<file path="src/wcr_pkg.sv">
package wcr_pkg;

   // register geometry
   localparam int unsigned REG_W    = 5;
   localparam int unsigned ADDR_W   = 3;
   localparam int unsigned NUM_REGS = 5;
   localparam int unsigned MULT_W   = 6;

   // register offsets on the command port
   localparam logic [ADDR_W-1:0] OFS_MODE_AND_PLL_A  = 3'h0;
   localparam logic [ADDR_W-1:0] OFS_INPUT_MULT_PLL_B = 3'h1;
   localparam logic [ADDR_W-1:0] OFS_FIRST_OUT_MULT  = 3'h2;
   localparam logic [ADDR_W-1:0] OFS_SECOND_OUT_MULT = 3'h3;
   localparam logic [ADDR_W-1:0] OFS_DRIVER_CONTROL  = 3'h4;

   // value after reset, common to every register
   localparam logic [REG_W-1:0] REG_RESET = 5'h00;

   // field positions
   localparam int unsigned LOOP_EN_BIT    = 0;
   localparam int unsigned FIELD4_LSB     = 1;
   localparam int unsigned FIELD4_MSB     = 4;
   localparam int unsigned FRAME_EN_BIT   = 4;
   localparam int unsigned OUT1_EN_BIT    = 3;
   localparam int unsigned OUT2_EN_BIT    = 2;
   localparam int unsigned LOCK_SEL_MSB   = 1;
   localparam int unsigned LOCK_SEL_LSB   = 0;

   // configuration mode codes that need special handling
   localparam logic [3:0] CODE_REV_56   = 4'h3;
   localparam logic [3:0] CODE_REV_64   = 4'h7;
   localparam logic [3:0] CODE_E1_TO_T1 = 4'h8;
   localparam logic [3:0] CODE_FRAC_LO  = 4'h9;
   localparam logic [3:0] CODE_FRAC_HI  = 4'hc;
   localparam logic [3:0] CODE_HS_REV   = 4'hd;
   localparam logic [3:0] CODE_RSVD_LO  = 4'he;

   // multiples of unity and the legal high-speed multiples
   localparam logic [MULT_W-1:0] MULT_ONE   = 6'h01;
   localparam logic [MULT_W-1:0] MULT_TWO   = 6'h02;
   localparam logic [MULT_W-1:0] MULT_FOUR  = 6'h04;
   localparam logic [MULT_W-1:0] MULT_EIGHT = 6'h08;

   // lock indicator source selection
   typedef enum logic [1:0] {
      LOCK_BOTH   = 2'h0,
      LOCK_B_ONLY = 2'h1,
      LOCK_A_ONLY = 2'h2,
      LOCK_LOW    = 2'h3
   } wcr_lock_sel_t;

   // operating mode classes
   typedef enum logic [2:0] {
      CLS_FORWARD   = 3'h0,
      CLS_REVERSE   = 3'h1,
      CLS_E1_TO_T1  = 3'h2,
      CLS_FRACTION  = 3'h3,
      CLS_HS_REV    = 3'h4,
      CLS_RESERVED  = 3'h5,
      CLS_SLV_FWD   = 3'h6,
      CLS_SLV_REV   = 3'h7
   } wcr_class_t;

   // kind of reference expected on the reference clock input
   typedef enum logic [2:0] {
      REF_T1_MULT = 3'h0,
      REF_E1_MULT = 3'h1,
      REF_56K     = 3'h2,
      REF_64K     = 3'h3,
      REF_8K      = 3'h4,
      REF_NONE    = 3'h5
   } wcr_ref_t;

   // kind of clock produced on an output
   typedef enum logic [2:0] {
      OUT_K56     = 3'h0,
      OUT_K64     = 3'h1,
      OUT_T1      = 3'h2,
      OUT_E1      = 3'h3,
      OUT_E1_MULT = 3'h4,
      OUT_NONE    = 3'h5
   } wcr_out_t;

   // decoded operating mode handed to the loop logic
   typedef struct packed {
      logic       master;
      wcr_class_t cls;
      wcr_ref_t   ref_kind;
      wcr_out_t   out1;
      wcr_out_t   out2;
   } wcr_mode_t;

   // multiples handed to the loop dividers
   typedef struct packed {
      logic [MULT_W-1:0] ref_mult;
      logic [MULT_W-1:0] out1_mult;
      logic [MULT_W-1:0] out2_mult;
   } wcr_mults_t;

endpackage : wcr_pkg

</file>
<file path="src/wcr_mode_decode.sv">
module wcr_mode_decode (
   // strap and mode code
   input  wire logic            master_i,
   input  wire logic [3:0]      code_i,
   // decoded mode
   output wcr_pkg::wcr_mode_t   mode_o
);

   wcr_pkg::wcr_class_t cls;
   wcr_pkg::wcr_ref_t   ref_kind;
   wcr_pkg::wcr_out_t   out1;
   wcr_pkg::wcr_out_t   out2;

   // output kinds are shared by both tables except for code 1000
   always_comb begin
      out1 = wcr_pkg::OUT_NONE;
      out2 = wcr_pkg::OUT_NONE;
      case (code_i)
         4'h0, 4'h4: begin
            out1 = wcr_pkg::OUT_K56;
            out2 = wcr_pkg::OUT_K56;
         end
         4'h1, 4'h5: begin
            out1 = wcr_pkg::OUT_K56;
            out2 = wcr_pkg::OUT_K64;
         end
         4'h2, 4'h6: begin
            out1 = wcr_pkg::OUT_K64;
            out2 = wcr_pkg::OUT_K64;
         end
         4'h3, 4'h7, 4'h9: begin
            out1 = wcr_pkg::OUT_T1;
            out2 = wcr_pkg::OUT_E1;
         end
         4'h8: begin
            out1 = master_i ? wcr_pkg::OUT_T1 : wcr_pkg::OUT_K56;
            out2 = master_i ? wcr_pkg::OUT_T1 : wcr_pkg::OUT_K64;
         end
         4'ha: begin
            out1 = wcr_pkg::OUT_T1;
            out2 = wcr_pkg::OUT_T1;
         end
         4'hb: begin
            out1 = wcr_pkg::OUT_E1;
            out2 = wcr_pkg::OUT_T1;
         end
         4'hc: begin
            out1 = wcr_pkg::OUT_E1;
            out2 = wcr_pkg::OUT_E1;
         end
         4'hd: begin
            out1 = wcr_pkg::OUT_E1_MULT;
            out2 = wcr_pkg::OUT_E1_MULT;
         end
         default: begin
            out1 = wcr_pkg::OUT_NONE;
            out2 = wcr_pkg::OUT_NONE;
         end
      endcase
   end

   // mode class and reference kind, master and slave tables
   always_comb begin
      cls      = wcr_pkg::CLS_RESERVED;
      ref_kind = wcr_pkg::REF_NONE;
      if (code_i >= wcr_pkg::CODE_RSVD_LO) begin
         cls      = wcr_pkg::CLS_RESERVED;
         ref_kind = wcr_pkg::REF_NONE;
      end else if (code_i == wcr_pkg::CODE_HS_REV) begin
         cls      = wcr_pkg::CLS_HS_REV;
         ref_kind = wcr_pkg::REF_64K;
      end else if (!master_i) begin
         cls      = (code_i == wcr_pkg::CODE_REV_56 || code_i >= wcr_pkg::CODE_REV_64) ?
                    wcr_pkg::CLS_SLV_REV : wcr_pkg::CLS_SLV_FWD;
         ref_kind = wcr_pkg::REF_8K;
      end else begin
         case (code_i)
            4'h0, 4'h1, 4'h2: begin
               cls      = wcr_pkg::CLS_FORWARD;
               ref_kind = wcr_pkg::REF_T1_MULT;
            end
            4'h4, 4'h5, 4'h6: begin
               cls      = wcr_pkg::CLS_FORWARD;
               ref_kind = wcr_pkg::REF_E1_MULT;
            end
            wcr_pkg::CODE_REV_56: begin
               cls      = wcr_pkg::CLS_REVERSE;
               ref_kind = wcr_pkg::REF_56K;
            end
            wcr_pkg::CODE_REV_64: begin
               cls      = wcr_pkg::CLS_REVERSE;
               ref_kind = wcr_pkg::REF_64K;
            end
            wcr_pkg::CODE_E1_TO_T1: begin
               cls      = wcr_pkg::CLS_E1_TO_T1;
               ref_kind = wcr_pkg::REF_E1_MULT;
            end
            4'h9, 4'ha: begin
               cls      = wcr_pkg::CLS_FRACTION;
               ref_kind = wcr_pkg::REF_56K;
            end
            4'hb, 4'hc: begin
               cls      = wcr_pkg::CLS_FRACTION;
               ref_kind = wcr_pkg::REF_64K;
            end
            default: begin
               cls      = wcr_pkg::CLS_RESERVED;
               ref_kind = wcr_pkg::REF_NONE;
            end
         endcase
      end
   end

   assign mode_o = '{master: master_i, cls: cls, ref_kind: ref_kind, out1: out1, out2: out2};

endmodule : wcr_mode_decode

</file>
<file path="src/wcr_config_regs.sv">
// Summary of operation
// - mode code decodes by master or slave table per strap; 1110 and 1111 reserved.
// - master codes map to forward, reverse, E1-to-T1, fractional and high-speed modes.
// - slave codes 0000-1100 lock to 8kHz; 1101 stays high-speed reverse at 64kHz.
// - bit 0 of the first register enables the first loop.
// - bit 0 of the second register enables the second loop.
// - bits 4-1 of the second register hold input multiple N, up to 16.
// - forward mode, third register sets first output multiplier K up to 32.
// - fractional reverse mode, third register sets input multiple P up to 32.
// - high-speed mode, third register is first output M; only 1, 2, 4, 8 allowed.
// - forward mode, fourth register sets second output multiplier K up to 32.
// - high-speed mode, fourth register is second output M; only 1, 2, 4, 8 allowed.
// - high-speed mode takes 64kHz and drives both outputs at M times 2.048MHz.
// - bit 4 of the fifth register enables the frame pulse driver.
// - bit 3 of the fifth register enables the first clock output driver.
// - bit 2 of the fifth register enables the second clock output driver.
// - bits 1-0 of fifth register pick lock pin source: both, B, A, low.
module wcr_config_regs (
   // clock and reset
   input  wire logic                          CORE_CLK_I,
   input  wire logic                          RST_N_I,
   // command port from the serial engine
   input  wire logic                          REG_WR_I,
   input  wire logic                          REG_RD_I,
   input  wire logic [wcr_pkg::ADDR_W-1:0]    REG_ADDR_I,
   input  wire logic [wcr_pkg::REG_W-1:0]     REG_WDATA_I,
   output logic      [wcr_pkg::REG_W-1:0]     REG_RDATA_O,
   output logic                               REG_RVALID_O,
   // strap and loop status pins
   input  wire logic                          MASTER_STRAP_I,
   input  wire logic                          FIRST_LOOP_LOCK_I,
   input  wire logic                          SECOND_LOOP_LOCK_I,
   // loop control
   output logic                               FIRST_LOOP_ENABLE_O,
   output logic                               SECOND_LOOP_ENABLE_O,
   output wcr_pkg::wcr_mode_t                 MODE_O,
   output wcr_pkg::wcr_mults_t                MULTS_O,
   output logic                               CONFIG_ERROR_O,
   // output drivers and lock pin
   output logic                               FRAME_PULSE_DRIVER_ENABLE_O,
   output logic                               FIRST_OUTPUT_DRIVER_ENABLE_O,
   output logic                               SECOND_OUTPUT_DRIVER_ENABLE_O,
   output logic                               LOCK_INDICATOR_PIN_O
);

   localparam int unsigned SYNC_W = 3;
   localparam logic [wcr_pkg::MULT_W-1:0] MULT_ONE_W = wcr_pkg::MULT_ONE;

   // register storage
   logic [wcr_pkg::REG_W-1:0] regs [wcr_pkg::NUM_REGS];

   // synchroniser stages
   logic [SYNC_W-1:0] pin_raw;
   logic [SYNC_W-1:0] pin_meta;
   logic [SYNC_W-1:0] pin_sync;

   // named fields
   logic [3:0]                mode_code;
   logic                      first_loop_enable;
   logic                      second_loop_enable;
   logic [3:0]                input_multiple_field;
   logic [4:0]                first_output_multiplier_field;
   logic [4:0]                second_output_multiplier_field;
   logic                      frame_pulse_driver_enable;
   logic                      first_output_driver_enable;
   logic                      second_output_driver_enable;
   wcr_pkg::wcr_lock_sel_t    lock_output_select;

   // derived values
   logic                      master_mode;
   logic                      first_lock;
   logic                      second_lock;
   wcr_pkg::wcr_mode_t        next_mode;
   wcr_pkg::wcr_mults_t       next_mults;
   logic [wcr_pkg::MULT_W-1:0] n_value;
   logic [wcr_pkg::MULT_W-1:0] k1_value;
   logic [wcr_pkg::MULT_W-1:0] k2_value;
   logic [wcr_pkg::MULT_W-1:0] m1_value;
   logic [wcr_pkg::MULT_W-1:0] m2_value;
   logic                      m1_legal;
   logic                      m2_legal;
   logic                      is_forward;
   logic                      is_hs;
   logic                      next_error;
   logic                      combined_lock;
   logic                      next_lock;
   logic                      addr_mapped;
   logic [wcr_pkg::REG_W-1:0] next_rdata;

   // pins from outside the clock domain pass two flops before use
   assign pin_raw = {SECOND_LOOP_LOCK_I, FIRST_LOOP_LOCK_I, MASTER_STRAP_I};

   generate
      for (genvar s = 0; s < SYNC_W; s++) begin : g_sync
         always_ff @(posedge CORE_CLK_I) begin
            if (!RST_N_I) begin
               pin_meta[s] <= 1'b0;
               pin_sync[s] <= 1'b0;
            end else begin
               pin_meta[s] <= pin_raw[s];
               pin_sync[s] <= pin_meta[s];
            end
         end
      end
   endgenerate

   assign master_mode = pin_sync[0];
   assign first_lock  = pin_sync[1];
   assign second_lock = pin_sync[2];

   // register file: one write strobe per entry, all cleared by reset
   generate
      for (genvar r = 0; r < wcr_pkg::NUM_REGS; r++) begin : g_reg
         logic hit;
         assign hit = REG_WR_I && (REG_ADDR_I == (wcr_pkg::ADDR_W)'(r));
         always_ff @(posedge CORE_CLK_I) begin
            if (!RST_N_I) begin
               regs[r] <= wcr_pkg::REG_RESET;
            end else if (hit) begin
               regs[r] <= REG_WDATA_I;
            end
         end
      end
   endgenerate

   // field extraction
   assign mode_code          = regs[wcr_pkg::OFS_MODE_AND_PLL_A]
                               [wcr_pkg::FIELD4_MSB:wcr_pkg::FIELD4_LSB];
   assign first_loop_enable  = regs[wcr_pkg::OFS_MODE_AND_PLL_A][wcr_pkg::LOOP_EN_BIT];
   assign second_loop_enable = regs[wcr_pkg::OFS_INPUT_MULT_PLL_B]
                               [wcr_pkg::LOOP_EN_BIT];
   assign input_multiple_field = regs[wcr_pkg::OFS_INPUT_MULT_PLL_B]
                                 [wcr_pkg::FIELD4_MSB:wcr_pkg::FIELD4_LSB];
   assign first_output_multiplier_field  = regs[wcr_pkg::OFS_FIRST_OUT_MULT];
   assign second_output_multiplier_field = regs[wcr_pkg::OFS_SECOND_OUT_MULT];
   assign frame_pulse_driver_enable   = regs[wcr_pkg::OFS_DRIVER_CONTROL]
                                        [wcr_pkg::FRAME_EN_BIT];
   assign first_output_driver_enable  = regs[wcr_pkg::OFS_DRIVER_CONTROL]
                                        [wcr_pkg::OUT1_EN_BIT];
   assign second_output_driver_enable = regs[wcr_pkg::OFS_DRIVER_CONTROL]
                                        [wcr_pkg::OUT2_EN_BIT];
   assign lock_output_select = wcr_pkg::wcr_lock_sel_t'(regs[wcr_pkg::OFS_DRIVER_CONTROL]
                               [wcr_pkg::LOCK_SEL_MSB:wcr_pkg::LOCK_SEL_LSB]);

   // mode table lookup
   wcr_mode_decode u_decode (
      .master_i (master_mode),
      .code_i   (mode_code),
      .mode_o   (next_mode)
   );

   // fields hold value minus one, so the true multiple is field plus one
   assign n_value  = {2'b00, input_multiple_field} + MULT_ONE_W;
   assign k1_value = {1'b0, first_output_multiplier_field} + MULT_ONE_W;
   assign k2_value = {1'b0, second_output_multiplier_field} + MULT_ONE_W;

   // the high-speed multiple is written as the plain value, not minus one
   assign m1_value = {1'b0, first_output_multiplier_field};
   assign m2_value = {1'b0, second_output_multiplier_field};

   assign m1_legal = (m1_value == wcr_pkg::MULT_ONE) || (m1_value == wcr_pkg::MULT_TWO) ||
                     (m1_value == wcr_pkg::MULT_FOUR) || (m1_value == wcr_pkg::MULT_EIGHT);
   assign m2_legal = (m2_value == wcr_pkg::MULT_ONE) || (m2_value == wcr_pkg::MULT_TWO) ||
                     (m2_value == wcr_pkg::MULT_FOUR) || (m2_value == wcr_pkg::MULT_EIGHT);

   assign is_forward = (next_mode.cls == wcr_pkg::CLS_FORWARD) ||
                       (next_mode.cls == wcr_pkg::CLS_SLV_FWD);
   assign is_hs      = (next_mode.cls == wcr_pkg::CLS_HS_REV);

   // multiples handed to the dividers; unused ones sit at unity
   always_comb begin
      next_mults = '{ref_mult: wcr_pkg::MULT_ONE, out1_mult: wcr_pkg::MULT_ONE,
                     out2_mult: wcr_pkg::MULT_ONE};
      case (next_mode.cls)
         wcr_pkg::CLS_FORWARD: begin
            next_mults.ref_mult  = n_value;
            next_mults.out1_mult = k1_value;
            next_mults.out2_mult = k2_value;
         end
         wcr_pkg::CLS_SLV_FWD: begin
            next_mults.out1_mult = k1_value;
            next_mults.out2_mult = k2_value;
         end
         wcr_pkg::CLS_E1_TO_T1: begin
            next_mults.ref_mult = n_value;
         end
         wcr_pkg::CLS_FRACTION: begin
            next_mults.ref_mult = k1_value;
         end
         wcr_pkg::CLS_HS_REV: begin
            next_mults.out1_mult = m1_value;
            next_mults.out2_mult = m2_value;
         end
         default: begin
            next_mults = '{ref_mult: wcr_pkg::MULT_ONE, out1_mult: wcr_pkg::MULT_ONE,
                           out2_mult: wcr_pkg::MULT_ONE};
         end
      endcase
   end

   // a reserved code or an illegal high-speed multiple is flagged, never fixed up
   assign next_error = (next_mode.cls == wcr_pkg::CLS_RESERVED) ||
                       (is_hs && !(m1_legal && m2_legal));

   // combined lock follows only the loops that are enabled
   always_comb begin
      combined_lock = 1'b0;
      case ({first_loop_enable, second_loop_enable})
         2'b11:   combined_lock = first_lock && second_lock;
         2'b10:   combined_lock = first_lock;
         2'b01:   combined_lock = second_lock;
         default: combined_lock = 1'b0;
      endcase
   end

   // lock pin source; forced low overrides every loop state
   always_comb begin
      next_lock = 1'b0;
      case (lock_output_select)
         wcr_pkg::LOCK_BOTH:   next_lock = combined_lock;
         wcr_pkg::LOCK_B_ONLY: next_lock = second_lock;
         wcr_pkg::LOCK_A_ONLY: next_lock = first_lock;
         wcr_pkg::LOCK_LOW:    next_lock = 1'b0;
         default:              next_lock = 1'b0;
      endcase
   end

   // read mux; offsets above the table, reserved ones included, read zero
   assign addr_mapped = (REG_ADDR_I < (wcr_pkg::ADDR_W)'(wcr_pkg::NUM_REGS));
   assign next_rdata  = addr_mapped ? regs[REG_ADDR_I] : wcr_pkg::REG_RESET;

   // read answer: data and valid one edge after the request
   always_ff @(posedge CORE_CLK_I) begin
      if (!RST_N_I) begin
         REG_RDATA_O  <= wcr_pkg::REG_RESET;
         REG_RVALID_O <= 1'b0;
      end else begin
         REG_RDATA_O  <= REG_RD_I ? next_rdata : REG_RDATA_O;
         REG_RVALID_O <= REG_RD_I;
      end
   end

   // loop control outputs, registered so the pins never glitch on decode
   always_ff @(posedge CORE_CLK_I) begin
      if (!RST_N_I) begin
         FIRST_LOOP_ENABLE_O  <= 1'b0;
         SECOND_LOOP_ENABLE_O <= 1'b0;
         MODE_O               <= '0;
         MULTS_O              <= '0;
         CONFIG_ERROR_O       <= 1'b0;
      end else begin
         FIRST_LOOP_ENABLE_O  <= first_loop_enable;
         SECOND_LOOP_ENABLE_O <= second_loop_enable;
         MODE_O               <= next_mode;
         MULTS_O              <= next_mults;
         CONFIG_ERROR_O       <= next_error;
      end
   end

   // driver enables and lock pin
   always_ff @(posedge CORE_CLK_I) begin
      if (!RST_N_I) begin
         FRAME_PULSE_DRIVER_ENABLE_O   <= 1'b0;
         FIRST_OUTPUT_DRIVER_ENABLE_O  <= 1'b0;
         SECOND_OUTPUT_DRIVER_ENABLE_O <= 1'b0;
         LOCK_INDICATOR_PIN_O          <= 1'b0;
      end else begin
         FRAME_PULSE_DRIVER_ENABLE_O   <= frame_pulse_driver_enable;
         FIRST_OUTPUT_DRIVER_ENABLE_O  <= first_output_driver_enable;
         SECOND_OUTPUT_DRIVER_ENABLE_O <= second_output_driver_enable;
         LOCK_INDICATOR_PIN_O          <= next_lock;
      end
   end

endmodule : wcr_config_regs

</file>
<file path="config.mk">
export PLATFORM = sky130hd
export DESIGN_NAME = wcr_config_regs
export DESIGN_NICKNAME = d
export VERILOG_FILES = /design/src/wcr_pkg.sv /design/src/wcr_mode_decode.sv /design/src/wcr_config_regs.sv
export SDC_FILE = /design/constraint.sdc
export NUM_CORES = 1
export LEC_CHECK = 0
export BUFFER_PORTS_ARGS = -buffer_cell sky130_fd_sc_hd__buf_2
export CORE_UTILIZATION = 58
export CTS_BUF_LIST = sky130_fd_sc_hd__clkbuf_4 sky130_fd_sc_hd__clkbuf_8
export CTS_CLUSTER_DIAMETER = 40
export DETAILED_ROUTE_END_ITERATION = 10
export PLACE_DENSITY = 0.94
export SETUP_SLACK_MARGIN = 0.1
export SLEW_MARGIN = 10
export SYNTH_ARGS = -nofsm -noshare
export SYNTH_HDL_FRONTEND = slang
export SYNTH_HIERARCHICAL = 1
export SYNTH_SLANG_ARGS = --single-unit
</file>
<file path="constraint.sdc">
create_clock -name CORE_CLK_I -period 2.85 [get_ports CORE_CLK_I]
set_input_delay 0.4275 -clock CORE_CLK_I [delete_from_list [all_inputs] [get_ports CORE_CLK_I]]
set_output_delay 0.4275 -clock CORE_CLK_I [all_outputs]
set_load 0.01 [all_outputs]
</file>
==> results of run 1 <==
cell usage after synthesis, drive strengths merged (2+ instances only):
| cell | n |
|---|---|
| and2 | 52 |
| dfxtp | 50 |
| edfxtp | 25 |
| nand2 | 23 |
| o21ai | 16 |
| ha | 15 |
| nor2 | 13 |
| a21oi | 12 |
| inv | 12 |
| nand3 | 12 |
| buf | 10 |
| clkbuf | 8 |
| nand2b | 8 |
| a22oi | 6 |
| a31oi | 6 |
| mux4 | 6 |
| nor3 | 6 |
| nor2b | 4 |
| o21a | 4 |
| o22ai | 4 |
| xnor2 | 4 |
| xor2 | 4 |
| a21boi | 3 |
| o31ai | 3 |
| o32ai | 3 |
| a41oi | 2 |
| and3 | 2 |
| nand3b | 2 |
| nor3b | 2 |
| o221ai | 2 |
state kept, by name, summed over array words and instances (netlist names), 3 cells and up:
| signal | cells |
|---|---|
| MODE_O | 13 |
| regs | 25 |
| REG_RDATA_O | 5 |
| pin_meta | 3 |
| MULTS_O | 18 |
logic make-up (layout without fill, tap and decap cells):
kind of cell / Yosys count / after routing / share of synthesized area (%)
flip-flops: 75 / 75 / 50.1
multiplexers: 8 / 8 / 4.47
XOR/XNOR: 8 / 8 / 2.22
adder cells (fa/ha/maj): 15 / 15 / 5.36
buffers and inverters: 31 / 93 / 4.61
AND/OR/NAND/NOR: 129 / 129 / 20.2
AO/OA/AOI/OAI: 68 / 68 / 13.0
routing by layer:
| layer | share of wire [%] | routed length, um | track usage [%] | vias up |
|---|---|---|---|---|
| met4 | 1.6 | 120 | 10.5 | 0 |
| met2 | 51 | 3850 | 45.3 | 130 |
| met3 | 7.8 | 589 | 5.71 | 12 |
| met5 | 0 | 0 | 0 | - |
| li1 | - | - | - | 1287 |
| met1 | 40 | 3030 | 31.5 | 1272 |
through the flow:
stage / instances / util, %
floorplan: 334 / -
global placement: 450 / 66.9
detailed placement: 450 / 66.9
CTS: 466 / 70.2
global route: 468 / 70.5
finish: 468 / 70.5
power by group through the flow:
stage / combinational, mW / sequential (mW) / clock, mW
finish: 0.330 / 1.23 / 0.785
detailed placement: 0.321 / 1.25 / 0
floorplan: 0.214 / 1.25 / 0
global route: 0.364 / 1.24 / 0.842
CTS: 0.326 / 1.23 / 0.795
global placement: 0.311 / 1.25 / 0
critical path, delay by kind of cell (launching register included):
kind	cells	cell delay, ns
buffers and inverters	1	0.12
AND/OR/NAND/NOR	1	0.28
flip-flops	1	0.47
XOR/XNOR	1	0.22
adder cells (fa/ha/maj)	1	0.28
AO/OA/AOI/OAI	4	1.04
layout make-up:
cell class / count / area (um^2)
clock inverter: 7 / 63.8
inverter: 13 / 50.0
timing repair buffer: 64 / 335
clock buffer: 9 / 124
sequential: 75 / 1750
fill: 420 / 1670
tap: 72 / 90.1
multi-input combinational: 228 / 1590
timing repair:
item                       4_1_cts  5_1_grt
gates resized for setup          0        2
setup endpoints to repair        0        6
buffers inserted                 0        2
worst paths after layout:
kind | from | to | slack (ns)
setup reg to reg | regs[0][2] | MULTS_O[3] | 0.30
setup / recovery | regs[0][2] | MULTS_O[3] | 0.30
hold / removal | MASTER_STRAP_I | pin_meta[0] | 0.27
hold reg to reg | pin_meta[1] | first_lock | 0.44
==> results.md, run 1 <==
* Post-synth ARST share at 0%
* Most frequent cells in the layout: buf_2, and2_1, dfxtp_1
* WHS Path Cells at 2
* WHS at 0.265 ns
* Clk buf depth at 2
* Routed len/inst at 16.2 um
* CTS tree: done
* Residual overflow from global routing at 0
* RSZ-0062 raised after global routing: no
* Router iterations before antenna repair at 4
* Num ports at 59
* Ratio of cells with drive above 1 in the final layout at 24.0%
* Sw frac at 29.3%
* Static Leakage at approximately 1.7 nW
* Int Power at 1.66 mW
* Power share of the sequential group at 52.4%
* Min-Delay Path Class: input pin to flop
* Count of state elements after synthesis at between 70 and 80
* Final Cycle Share at 89.5%
* Final Max Tran Viols at 0
* Num rows at 27
* Dominant synthesized flop cell: dfxtp_1
* CP max-delay cell: edfxtp_1
* DRC Markers at 0
* P_sw at 0.686 mW
* MaxCap Viol Count at 0
* Finished Cell Area at 0.00400 mm^2
* Avg Synthesized Cell Area at ~10 um^2
* Fin worst setup slack at 0.298 ns
* Sequential area share after synthesis at 50.1%
* Largest area contributor in the netlist: dfxtp_1
* Worst setup EP type: flop
* Post-synthesis cell count at about 330
* Post-synth EDFFs at 25
* Vias per cell at 5.77
* Library cells used by synthesis at between 50 and 60
* Crit-path cells: inv_1 > ha_1 > o311ai_1 > o211ai_1 > xnor2_2 > and2_2 > a41oi_1 > a31oi_1
* Setup WS pre-CTS at 0.214 ns
* NumNets Final at approximately 420
* Mapped cell area at 0.00350 mm^2
* Initial core utilization at 61.6%
* First-pass GRT wire length at roughly 12000 um
* Num CTS Buffers at 9
* Max-slew headroom at 46.3%
* Power Total at 2.34 mW
* CTS sink cnt at 75
* Worst-Skew Late Latency at ~0.36 ns
* Pwr/cell area at just under 600 mW/mm^2
* Largest net degree at the start of global routing at 27
* Post-DRT Antenna Nets at 0
* Synthesis-to-finish area growth at 14.4%
* DIE AREA at around 0.0063 mm^2
* DP Area at between 0.003 and 0.004 mm^2
* Crit path launch type: flop
* Gpl congestion at 0.826
* Fmax at 392 MHz
* VDD IR max at 0.435 mV
* Critical Path RT at 3.08 ns
* Cell depth of the worst flop-to-flop path at 8
* Worst Tran Pin Value at approximately 0.80 ns
* Vias in the first global route at roughly 2500
* Die X at approximately 80 um
* Clock power frac at about a third
* Worst Clk Skew at 0.0121 ns
* Post-synth top area share at ~29%
* Final Setup Violations at 0
* Hold-fix buffers at CTS at 0
* Synth warn at 6
* Setup TNS at 0 ns
* Via count at 2701
* Initial DRC Count at just under 200
* GRT Resource Usage Total at a little over a quarter
* Comb pwr share at 14.1%
* Final wirelength at 7590 um
* Core ar. at 0.00568 mm^2
* Status: finished, final reports clean
* Fin. Hold Viols at 0
* H-tree levels at 3
* Die height at 79.7 um
* Initial antenna violation count at 0
* DP HPWL at between 5000 and 6000 um
* Crit Path Max Fanout at 9
* Setup CP Type: flop to flop
* Final Critical Period at roughly 2.6 ns
* Clk root buf: clkbuf_8
* Clock transition at path regs at 0.09 ns
* Synth Net Count at approximately 360
* N_diodes at 0
* Commonest non-fill, non-tap cell in the layout: buf_2
* Most area-consuming cells after synthesis: dfxtp_1, edfxtp_1, and2_1
* Slowest Stage Delay on Critical Path at 0.47 ns
* Critical path arrival at 2.78 ns
* IO Port Bufs at 58
Note: power is estimated with default switching activity, not from simulation.
==> run 2: changes to the inputs <==
==> constraint.sdc (replaced) <==
create_clock -name CORE_CLK_I -period 2.85 [get_ports CORE_CLK_I]
set_input_delay 0.1425 -clock CORE_CLK_I [delete_from_list [all_inputs] [get_ports CORE_CLK_I]]
set_output_delay 0.1425 -clock CORE_CLK_I [all_outputs]
set_load 0.01 [all_outputs]
==> results.md, run 2 (synthesis results as in run 1) <==
* Largest net degree at the start of global routing at 27 (unchanged)
* Num ports at 59 (unchanged)
* Final Cycle Share at 91.0% (+1.4 points)
* H-tree levels at 3 (unchanged)
* Metal-1 WL at 3040 um (+0.30%)
* Initial core utilization at 61.6% (unchanged)
* MaxCap Viol Count at 0 (unchanged)
* Core ar. at 0.00568 mm^2 (unchanged)
* Worst Path Buf+Inv at 2 (+1)
* Router iterations before antenna repair at 5 (+1)
* Regs by FF count: regs (25), MULTS_O (18), MODE_O (13)
* Worst Clk Skew at 0.0115 ns (-0.000594 ns)
* Setup TNS at 0 ns (unchanged)
* Static Leakage at 1.72 nW (+0.73%)
* Critical Path RT at 3.09 ns (about the same)
* First-pass GRT wire length at 12700 um (+2.6%)
* Vias in the first global route at 2588 (+2.1%)
* Initial DRC Count at 156 (-21%)
* Comb pwr share at 14.4% (+0.3 points)
* Status: finished, final reports clean
* Worst setup EP type: flop
* Detail Route met2 WL at 4000 um (+3.7%)
* Clk buf depth at 2 (unchanged)
* Setup CP Type: flop to flop
* Num rows at 27 (unchanged)
* WHS Path Cells at 2 (unchanged)
* Max FFs per register at 25 (unchanged)
* Final Core Density at 71.0% (+0.53 points)
* DR top layer: met4
* Crit-path cells: inv_1 > ha_1 > o311ai_1 > a21boi_1 > buf_4 > nor2b_1 > nand2_1 > o21a_1 > o21ai_0
* Worst Tran Pin Value at 0.783 ns (-0.0161 ns)
* Largest reg by FF count: regs
* Worst-Skew Late Latency at 0.36 ns (about the same)
* RSZ-0062 raised after global routing: no
* VDD IR max at 0.412 mV (-5.3%)
* CTS tree: done
* Crit path launch type: flop
* Die X at 79.7 um (unchanged)
* Clock transition at path regs at 0.09 ns (about the same)
* Clk root buf: clkbuf_8
* Fin. Hold Viols at 0 (unchanged)
* DRC Markers at 0 (unchanged)
* CP max-delay cell: edfxtp_1
* Clock power frac at 33.4% (about the same)
* IO Port Bufs at 58 (unchanged)
* Sw frac at 29.3% (+0.086 points)
* Gpl congestion at 0.826 (unchanged)
* Largest delay share family, worst path: compound AO/OA/AOI/OAI gates
* Int Power at 1.66 mW (+0.16%)
* Final wirelength at 7870 um (+3.6%)
* Residual overflow from global routing at 0 (unchanged)
* Critical path arrival at 2.83 ns (+0.05 ns)
* Ratio of cells with drive above 1 in the final layout at 23.8% (-0.18 points)
* NumNets Final at 424 (+0.71%)
* Final Max Tran Viols at 0 (unchanged)
* Most frequent cells in the layout: buf_2, and2_1, dfxtp_1
* Placed Cells at 450 (unchanged)
* Synthesis-to-finish area growth at 15.2%
* Levels on crit path at 9 (+1)
* Cell depth of the worst flop-to-flop path at 9 (+1)
* CTS sink cnt at 75 (unchanged)
* Commonest non-fill, non-tap cell in the layout: buf_2
* DIE AREA at 0.00635 mm^2 (unchanged)
* DP HPWL at 5370 um (unchanged)
* Die height at 79.7 um (unchanged)
* WHS at 0.0999 ns (-0.165 ns)
* Fmax at 386 MHz (-1.6%)
* Power share of the sequential group at 52.3% (about the same)
* Post-DRT Antenna Nets at 0 (unchanged)
* Via count at 2716 (+0.56%)
* Non-filler cells, final at 471 (+0.64%)
* Initial antenna violation count at 0 (unchanged)
* Final Critical Period at 2.59 ns (+0.0412 ns)
* Num CTS Buffers at 9 (unchanged)
* Max-slew headroom at 47.3% (+1.1 points)
* Routed len/inst at 16.7 um (+3.0%)
* N_diodes at 0 (unchanged)
* Met3 wire len at 590 um (+0.17%)
* GRT Resource Usage Total at 26.8% (+0.62 points)
* Fillers at 413 (-1.7%)
* Slowest Stage Delay on Critical Path at 0.48 ns (about the same)
* P_sw at 0.690 mW (+0.58%)
* Final Setup Violations at 0 (unchanged)
* Min-Delay Path Class: input pin to flop
* Vias per cell at 5.77 (about the same)
* Crit Path Max Fanout at 8 (-1)
* Pwr/cell area at 583 mW/mm^2 (-0.46%)
==> run 2: cell types whose count changed in the layout (fill, tap and decap cells not counted), sizes merged <==
cell,previous run,this run
dlygate4sd3,0,3
==> run 2: metrics by stage <==
step                setup WS, ns  cell area, um^2  total power, mW
floorplan                  0.647             3500             1.47
global placement           0.370             3800             1.56
detailed placement         0.214             3800             1.57
CTS                        0.138             4020             2.35
global route               0.128             4030             2.45
finish                     0.257             4030             2.35
==> run 2: what timing repair did <==
action / 4_1_cts / 5_1_grt
buffers inserted: 0 / 2
hold endpoints to repair: 3 / 0
endpoints found under the setup margin: 0 / 6
hold buffers: 3 / 0
gates resized for setup: 0 / 2
==> run 2: worst paths after layout <==
kind                    start             end  slack, ns
hold reg to reg   pin_meta[1]      first_lock       0.44
setup / recovery   regs[0][2]      MULTS_O[2]       0.26
hold / removal       REG_RD_I  REG_RDATA_O[4]        0.1
setup reg to reg   regs[0][2]      MULTS_O[2]       0.26
==> run 2: power by group through the flow <==
stage | Clock (mW) | Combinational, mW | Sequential [mW]
2_1_floorplan | 0 | 0.214 | 1.25
3_3_place_gp | 0 | 0.311 | 1.25
3_5_place_dp | 0 | 0.321 | 1.25
4_1_cts | 0.795 | 0.329 | 1.23
5_1_grt | 0.840 | 0.370 | 1.24
6_report | 0.784 | 0.337 | 1.23
==> run 2: routing by layer <==
| metal | track usage [%] | vias up |
|---|---|---|
| li1 | - | 1292 |
| met1 | 31.8 | 1265 |
| met2 | 46.1 | 135 |
| met3 | 4.80 | 24 |
| met4 | 14.2 | 0 |
| met5 | 0 | - |
==> run 2: layout make-up <==
class | instances | area [um^2] | area share (%)
Tap cell | 72 | 90.1 | 2.23
Multi-Input combinational cell | 228 | 1590 | 39.4
Clock inverter | 7 | 63.8 | 1.58
Timing Repair Buffer | 67 | 365 | 9.06
Inverter | 13 | 50.0 | 1.24
Clock buffer | 9 | 124 | 3.07
Sequential cell | 75 | 1750 | 43.5
